===== src/core/rsc_defs.vh =====
`ifndef RSC_DEFS_VH
`define RSC_DEFS_VH
// ==========================================
// register map (byte addresses on apb)
`define RSC_OFF_WDOG_SVC 16'h1FF0
`define RSC_OFF_STATUS 16'h1F00
`define RSC_OFF_MASK 16'h1F04
`define RSC_OFF_CTRL 16'h1F08
`define RSC_ADDR_W 16
// ==========================================
// status / mask bit positions
`define RSC_EV_POR 0
`define RSC_EV_PIN 1
`define RSC_EV_WDOG 2
`define RSC_EV_LVR 3
`define RSC_EV_ILL 4
`define RSC_EV_USB 5
`define RSC_EV_W 6
`define RSC_WDOG_CLR_BIT 0
`define RSC_CTRL_USBF 0
// ==========================================
// memory map for fetch check
`define RSC_ROM_LO 16'h1000
`define RSC_ROM_HI 16'h1FFF
`define RSC_RAM_LO 16'h0080
`define RSC_RAM_HI 16'h012F
`define RSC_VEC_HI 16'h1FFE
`define RSC_VEC_LO 16'h1FFF
// ==========================================
// timing
`define RSC_POR_CYCLES 4064
`define RSC_PIN_MIN_CYCLES 4
`define RSC_SE0_MIN_BITS 4
`endif


===== src/core/rsc_sync2.v =====
`timescale 1ns/1ps
// ==========================================
// two-flop level synchroniser
module rsc_sync2 #(
    parameter RST_VAL = 1'b0
) (
    pclk,
    presetn,
    ce,
    d,
    q
);
input wire pclk;
input wire presetn;
input wire ce;
input wire d;
output wire q;
reg meta_r;
reg sync_r;
always @(posedge pclk or negedge presetn) begin
    if (!presetn) begin
        meta_r <= RST_VAL;
        sync_r <= RST_VAL;
    end else if (ce) begin
        meta_r <= d;
        sync_r <= meta_r;
    end
end
assign q = sync_r;
endmodule // rsc_sync2


===== src/core/rsc_se0_det.v =====
`timescale 1ns/1ps
`include "rsc_defs.vh"
// ==========================================
// usb bus-reset detector: se0 held for a number of bit times
module rsc_se0_det #(
    parameter BIT_CYCLES = 2,
    parameter CNT_W = 8
) (
    pclk,
    presetn,
    ce,
    se0,
    bus_reset
);
input wire pclk;
input wire presetn;
input wire ce;
input wire se0;
output reg bus_reset;
reg [CNT_W-1:0] cnt_r;
localparam integer LIMIT_I = BIT_CYCLES * `RSC_SE0_MIN_BITS;
// cut to the counter width on purpose; the limit must fit CNT_W
localparam [CNT_W-1:0] LIMIT = LIMIT_I[CNT_W-1:0];
always @(posedge pclk or negedge presetn) begin
    if (!presetn) begin
        cnt_r <= {CNT_W{1'b0}};
        bus_reset <= 1'b0;
    end else if (ce) begin
        if (!se0) begin
            cnt_r <= {CNT_W{1'b0}};
            bus_reset <= 1'b0;
        end else if (cnt_r < LIMIT) begin
            cnt_r <= cnt_r + {{(CNT_W-1){1'b0}}, 1'b1};
        end else begin
            bus_reset <= 1'b1;
        end
    end
end
endmodule // rsc_se0_det


===== src/core/rsc_ctrl.v =====
`timescale 1ns/1ps
`include "rsc_defs.vh"
// ==========================================
// Operation
// - six sources reset the device: power, pin, watchdog, low voltage, fetch, usb
// - any reset aborts instruction, initialises control bits, loads reset vector
// - start address from top two bytes; interrupt mask set on exit
// - power-up holds reset 4064 cycles, then waits for pin high
// - after power delay, reset stays while any other source remains
// - pin low keeps internal reset; release only after pin high
// - watchdog, low voltage, illegal fetch drive pin low 3-4 cycles or longer
// - no pulldown while pin already held low from outside
// - power-on reset never drives the pin pulldown
// - se0 for 4-8 bit times sets bus-reset flag and resets
// - watchdog exists only by build option; timeout resets
// - writing one ignored; service register reads all zeros
// - low-voltage detector resets; present only by build option
// - fetch outside program rom, except ram, causes illegal-address reset
// - fetches inside data ram are always legal
module rsc_ctrl #(
    parameter WDOG_EN = 1,
    parameter LVR_EN = 1,
    parameter POR_CYCLES = `RSC_POR_CYCLES,
    parameter WDOG_CYCLES = 65536,
    parameter USB_BIT_CYCLES = 2,
    parameter CNT_W = 17
) (
    pclk,
    presetn,
    ce,
    osc_running,
    rst_pin_in,
    rst_pin_out,
    rst_pin_oe_n,
    low_voltage,
    usb_se0,
    fetch_valid,
    fetch_addr,
    psel,
    penable,
    pwrite,
    paddr,
    pwdata,
    prdata,
    pready,
    pslverr,
    sys_reset,
    cpu_set_imask,
    reset_vec_hi,
    reset_vec_lo,
    irq
);
input wire pclk;
input wire presetn;
input wire ce;
input wire osc_running;
input wire rst_pin_in;
output wire rst_pin_out;
output wire rst_pin_oe_n;
input wire low_voltage;
input wire usb_se0;
input wire fetch_valid;
input wire [15:0] fetch_addr;
input wire psel;
input wire penable;
input wire pwrite;
input wire [15:0] paddr;
input wire [31:0] pwdata;
output reg [31:0] prdata;
output wire pready;
output wire pslverr;
output reg sys_reset;
output reg cpu_set_imask;
output wire [15:0] reset_vec_hi;
output wire [15:0] reset_vec_lo;
output wire irq;

// ==========================================
// input synchronisers
wire osc_s;
wire pin_s;
wire lv_s;
wire se0_s;
rsc_sync2 #(.RST_VAL(1'b0)) u_sync_osc (.pclk(pclk), .presetn(presetn), .ce(ce),
    .d(osc_running), .q(osc_s));
rsc_sync2 #(.RST_VAL(1'b0)) u_sync_pin (.pclk(pclk), .presetn(presetn), .ce(ce),
    .d(rst_pin_in), .q(pin_s));
rsc_sync2 #(.RST_VAL(1'b0)) u_sync_lv (.pclk(pclk), .presetn(presetn), .ce(ce),
    .d(low_voltage), .q(lv_s));
rsc_sync2 #(.RST_VAL(1'b0)) u_sync_se0 (.pclk(pclk), .presetn(presetn), .ce(ce),
    .d(usb_se0), .q(se0_s));

// ==========================================
// usb bus reset
wire usb_rst;
rsc_se0_det #(.BIT_CYCLES(USB_BIT_CYCLES), .CNT_W(8)) u_se0 (
    .pclk(pclk),
    .presetn(presetn),
    .ce(ce),
    .se0(se0_s),
    .bus_reset(usb_rst)
);

// ==========================================
// helpers
function in_range;
    input [15:0] a;
    input [15:0] lo;
    input [15:0] hi;
    begin
        in_range = (a >= lo) && (a <= hi);
    end
endfunction

// ==========================================
// apb decode
wire apb_acc = psel & penable;
wire apb_wr = apb_acc & pwrite;
wire hit_wdog = (paddr == `RSC_OFF_WDOG_SVC);
wire hit_stat = (paddr == `RSC_OFF_STATUS);
wire hit_mask = (paddr == `RSC_OFF_MASK);
wire hit_ctrl = (paddr == `RSC_OFF_CTRL);
wire hit_any = hit_wdog | hit_stat | hit_mask | hit_ctrl;
assign pready = 1'b1;
assign pslverr = apb_acc & ~hit_any;

// ==========================================
// power-on delay: flops under presetn model the power-up
reg [12:0] por_cnt_r;
reg por_r;
always @(posedge pclk or negedge presetn) begin
    if (!presetn) begin
        por_cnt_r <= 13'h0000;
        por_r <= 1'b1;
    end else if (ce && osc_s && por_r) begin
        if (por_cnt_r == POR_CYCLES - 1)
            por_r <= 1'b0;
        else
            por_cnt_r <= por_cnt_r + 13'h0001;
    end
end

// ==========================================
// watchdog timer
reg [CNT_W-1:0] wd_cnt_r;
reg wd_to_r;
wire wd_kick = apb_wr & hit_wdog & ~pwdata[`RSC_WDOG_CLR_BIT];
always @(posedge pclk or negedge presetn) begin
    if (!presetn) begin
        wd_cnt_r <= {CNT_W{1'b0}};
        wd_to_r <= 1'b0;
    end else if (ce) begin
        if (sys_reset || wd_kick || WDOG_EN == 0) begin
            wd_cnt_r <= {CNT_W{1'b0}};
            wd_to_r <= 1'b0;
        end else if (wd_cnt_r == WDOG_CYCLES - 1) begin
            wd_to_r <= 1'b1;
        end else begin
            wd_cnt_r <= wd_cnt_r + {{(CNT_W-1){1'b0}}, 1'b1};
        end
    end
end

// ==========================================
// illegal fetch
reg ill_r;
wire fetch_ok = in_range(fetch_addr, `RSC_ROM_LO, `RSC_ROM_HI) |
    in_range(fetch_addr, `RSC_RAM_LO, `RSC_RAM_HI);
always @(posedge pclk or negedge presetn) begin
    if (!presetn)
        ill_r <= 1'b0;
    else if (ce)
        ill_r <= fetch_valid & ~fetch_ok & ~sys_reset;
end

wire lvr_src = lv_s & (LVR_EN != 0);
// pin-driving internal sources; power-on deliberately excluded
wire drv_src = wd_to_r | lvr_src | ill_r;

// ==========================================
// pulldown stretcher
reg [2:0] pd_cnt_r;
reg pd_r;
reg pd_ext_r;
always @(posedge pclk or negedge presetn) begin
    if (!presetn) begin
        pd_cnt_r <= 3'h0;
        pd_r <= 1'b0;
        pd_ext_r <= 1'b0;
    end else if (ce) begin
        // pin low while we are not pulling means outside drive
        pd_ext_r <= ~pin_s & ~pd_r;
        if (drv_src && !pd_r && (pin_s || !pd_ext_r)) begin
            pd_r <= ~pd_ext_r;
            pd_cnt_r <= 3'h0;
        end else if (pd_r) begin
            if (pd_cnt_r < `RSC_PIN_MIN_CYCLES - 1)
                pd_cnt_r <= pd_cnt_r + 3'h1;
            else if (!drv_src)
                pd_r <= 1'b0;
        end
    end
end
assign rst_pin_out = 1'b0;
assign rst_pin_oe_n = ~pd_r;

// ==========================================
// internal reset merge
wire any_src = por_r | ~pin_s | drv_src | usb_rst;
always @(posedge pclk or negedge presetn) begin
    if (!presetn) begin
        sys_reset <= 1'b1;
        cpu_set_imask <= 1'b0;
    end else if (ce) begin
        sys_reset <= any_src | pd_r;
        cpu_set_imask <= sys_reset & ~(any_src | pd_r);
    end
end
assign reset_vec_hi = `RSC_VEC_HI;
assign reset_vec_lo = `RSC_VEC_LO;

// ==========================================
// status, mask, bus-reset flag
reg [`RSC_EV_W-1:0] stat_r;
reg [`RSC_EV_W-1:0] mask_r;
reg usbf_r;
wire [`RSC_EV_W-1:0] ev = {usb_rst, ill_r, lvr_src, wd_to_r, ~pin_s, por_r};
always @(posedge pclk or negedge presetn) begin
    if (!presetn) begin
        stat_r <= 6'h00;
        mask_r <= 6'h00;
        usbf_r <= 1'b0;
    end else if (ce) begin
        if (apb_wr && hit_stat)
            stat_r <= (stat_r & ~pwdata[`RSC_EV_W-1:0]) | ev;
        else
            stat_r <= stat_r | ev;
        if (apb_wr && hit_mask)
            mask_r <= pwdata[`RSC_EV_W-1:0];
        if (usb_rst)
            usbf_r <= 1'b1;
        else if (apb_wr && hit_ctrl && pwdata[`RSC_CTRL_USBF])
            usbf_r <= 1'b0;
    end
end
assign irq = |(stat_r & mask_r);

always @* begin
    prdata = 32'h00000000;
    if (hit_stat)
        prdata = {26'h0000000, stat_r};
    else if (hit_mask)
        prdata = {26'h0000000, mask_r};
    else if (hit_ctrl)
        prdata = {31'h00000000, usbf_r};
end
endmodule // rsc_ctrl


===== config.mk =====
export PLATFORM = sky130hd
export DESIGN_NAME = rsc_ctrl
export DESIGN_NICKNAME = d
export VERILOG_FILES = /design/src/core/rsc_sync2.v /design/src/core/rsc_se0_det.v /design/src/core/rsc_ctrl.v
export VERILOG_INCLUDE_DIRS = /design/src /design/src/core
export SDC_FILE = /design/constraint.sdc
export NUM_CORES = 1
export LEC_CHECK = 0
export ABC_AREA = 1
export BUFFER_PORTS_ARGS = -buffer_cell sky130_fd_sc_hd__buf_4
export CAP_MARGIN = 20
export CORE_MARGIN = 1.5
export CORE_UTILIZATION = 30
export DETAILED_ROUTE_END_ITERATION = 8
export PLACE_DENSITY = 0.54
export SLEW_MARGIN = 10
export SYNTH_ARGS = -nofsm -noshare
export SYNTH_HDL_FRONTEND = slang
export SYNTH_HIERARCHICAL = 1
export SYNTH_SLANG_ARGS = --single-unit

===== constraint.sdc =====
create_clock -name pclk -period 5.2 [get_ports pclk]
set_input_delay 1.04 -clock pclk [delete_from_list [all_inputs] [get_ports pclk]]
set_output_delay 1.04 -clock pclk [all_outputs]
set_load 0.01 [all_outputs]

==> metrics.md <==
| Metric | Value |
|---|---|
| Run status | `finished clean` |
| Slew margin rel. | `38.24%` |
| Design area | `4962 µm²` |
| Via density | `4.262` |
| Pwr Density | `296.1 nW/µm²` |
| Synth top area share | `39.34%` |
| Register area | `1754 µm²` |
| Avg WL per Cell | `about 10 µm` |
| FF-to-FF setup slack | `slightly above 3 ns` |
| CP max-delay cell | `nand3_1` |
| # setup viols final | `0` |
| Die ar. | `15,150 µm²` |
| Nets@finish | `slightly above 700` |
| Vias in the first global route | `3,235` |
| PortBufs | `55` |
| Critical path type | `input port to primary output` |
| Root buffer cell | `clkbuf_16` |
| Clock buffer depth | `2` |
| RR Endpoint | `wd_cnt_r[4]` |
| CTS tree | `yes` |
| Fin crit share | `65.75%` |
| Die height | `123.1 µm` |
| Synth Register Bits | `70` |
| Final Max Slew Viols | `0` |
| Hold Path Depth | `2` |
| Met2 wire len | `~4000 µm` |
| Vias post-DR | `3,465` |
| CP Launch Type | `input port` |
| Reg clk slew, reported paths | `approximately 0.050 ns` |
| First-pass GRT wire length | `14,550 µm` |
| Hold_sp | `u_sync_osc/meta_r` |
| Most numerous cell in the Yosys netlist | `nand2_1` |
| Crit-path max cell delay | `0.37 ns` |
| CP Max Fanout | `13` |
| CTS sink count | `70` |
| TNS Setup | `0 ns` |
| Share of cells above drive strength 1 | `14.85%` |
| Io pins | `~150` |
| Worst path cell trace | `buf_4, inv_1, nand2_1, nor2_1, nand2_1, nor2_4, nand3_1, o22ai_1, buf_4` |
| Hold Vio Cnt, Final | `0` |
| Mapped Cells | `about 570` |
| Routability cong. | `between 0.7 and 0.8` |
| Largest net degree at the start of global routing | `between 70 and 80` |
| H-tree levels | `3` |
| Ys async rst share | `100.0%` |
| DRT antenna net count | `0` |
| Post_cts resized | `0` |
| Clock Skew | `0.003807 ns` |
| VDD IR max | `around 0.18 mV` |
| RSZ-0062 raised after global routing | `false` |
| Arrival @ worst endpoint | `2.38 ns` |
| DIE WIDTH | `123.1 µm` |
| DRC | `0` |
| Largest cells by area after synthesis | `dfrtp_1, nand2_1, buf_4` |
| Hpwl dp | `6116 µm` |
| Met3 Routed Length | `475 µm` |
| Fmax | `between 200 and 300 MHz` |
| Latest clock arrival within the worst-skew pair | `0.33 ns` |
| Area of the multi-input gates | `between 2000 and 2500 µm²` |
| Placed Area | `4698 µm²` |
| Slew @ Worst Pin | `0.9265 ns` |
| Initial antenna violation count | `0` |
| Post-CTS Hold Buffers | `0` |
| Core area | `13,990 µm²` |
| Fill cell count | `1,462` |
| Worst reg-to-reg path cell count | `10` |
| Post CTS Setup Buffer Count | `0` |
| Seq/Total Area, Yosys | `about two fifths` |
| GRT Total Usage | `12.03%` |
| Leading area contributor after synthesis | `dfrtp_1` |
| Iteration-0 DRC Markers | `152` |
| MaxCap Viol Count | `0` |
| Crit Reg-Reg Startpoint | `wd_cnt_r[0]` |
| Hold Worst Slack | `about 0.47 ns` |
| TritonCTS buffer count | `9` |
| CP required | `4.16 ns` |
| Syn-to-layout area delta | `14.72%` |
| Total wire length | `approximately 8500 µm` |
| Starting Density | `30.92%` |
| Number of iterations in the first detailed-routing pass | `5` |
| YS warnings | `6` |
| Syn avg cell area | `7.602 µm²` |
| Library cells used by synthesis | `39` |
| N_diodes | `0` |
| Tmin final | `3.419 ns` |
| Predominant post-synthesis flop cell | `dfrtp_1` |
| Post-synth EDFFs | `0` |
| Hold crit path type | `register to register` |
| Mapped cell area | `around 4300 µm²` |
| Top cells by count, synth | `nand2_1, dfrtp_1, inv_1, nor2_1, buf_4` |
| Met1 Wirelength | `3814 µm` |
| Top sig layer | `met4` |
| Num rows | `43` |
| WHS Endpoint | `u_sync_osc/meta_r` |
| CP Capture Type | `primary output` |
| GR Overflow Total | `0` |
| Pleak | `2.473 nW` |
-- worst max path at each step --
stage	start	depth (start not counted)	endpoint
after floorplan	paddr[15]	8	prdata[1]
after detailed placement	paddr[15]	10	prdata[0]
after global placement	paddr[14]	9	prdata[5]
after CTS	paddr[14]	9	prdata[2]
after global routing	paddr[15]	9	prdata[2]
final	paddr[15]	9	prdata[2]
-- metal layers --
metal / vias up / global-route usage [%]
met5: - / 0
met4: 0 / 4.167
met3: 13 / 2.860
met2: 102 / 20.35
met1: 1579 / 15.01
li1: 1771 / -
-- layout by cell type, fill, tap and decap left out, types with 4 or more instances in the layout --
cell       synthesis  layout
conb_1             2      60
nor2_4             5       5
ha_1               5       5
buf_4             61      55
nor2_1            68      68
nand3_1           26      26
nand4_1            8       8
xnor2_1            8       8
o21ai_0           16      16
inv_1             68      68
nor3_1             8       8
clkbuf_16          0       9
xor2_1            14      14
o22ai_1            7       7
clkbuf_1           1       4
nand2_1          158     158
dfrtp_1           68      68
a21oi_1           13      13
-- cell type report --
type / count / area share, %
Timing Repair Buffer: 55 / 8.321
Sequential cell: 70 / 35.35
Tap cell: 180 / 4.539
Multi-Input combinational cell: 421 / 41.05
Clock buffer: 14 / 5.119
Inverter: 71 / 5.421
Clock inverter: 2 / 0.2017
-- power breakdown --
| part | leakage [nW] | internal (W) | total [W] | switching [W] |
|---|---|---|---|---|
| Combinational | 1.46 | 0.0000954 | 0.000260 | 0.000164 |
| Clock | 0.131 | 0.000335 | 0.000550 | 0.000216 |
| Sequential | 0.887 | 0.000606 | 0.000660 | 0.0000539 |
| Total | 2.47 | 0.00104 | 0.00147 | 0.000434 |
-- sequential cells by signal (all words and copies together) (netlist names), 3 cells and up --
| name | cells |
|---|---|
| stat_r | 6 |
| mask_r | 6 |
| wd_cnt_r | 17 |
| por_cnt_r | 13 |
| pd_cnt_r | 3 |
| u_se0/cnt_r | 8 |
-- logic make-up after synthesis --
| group | synth area share [%] |
|---|---|
| flip-flops | 40.56 |
| other | 0.1736 |
| adder cells (fa/ha/maj) | 1.446 |
| AND/OR/NAND/NOR | 29.24 |
| XOR/XNOR | 4.455 |
| AO/OA/AOI/OAI | 6.740 |
| buffers and inverters | 17.38 |
-- per-stage QoR --
stage          utilization (%)  total power, W  worst slack, ns  instances
5_1_grt                  35.47        0.001572            1.568        813
3_3_place_gp             33.59       0.0009174            1.788        797
4_1_cts                  35.47        0.001493            1.760        813
3_5_place_dp             33.59       0.0009295            1.773        797
2_1_floorplan                -       0.0008681            2.285        627
6_report                 35.47        0.001469            1.781        813
-- worst max-delay path, delay by kind of cell --
family | cells | cell delay [ns]
compound gates | 1 | 0.28
simple gates | 5 | 0.74
buf+inv | 3 | 0.32
No activity file was read; power rests on OpenSTA's default activity.
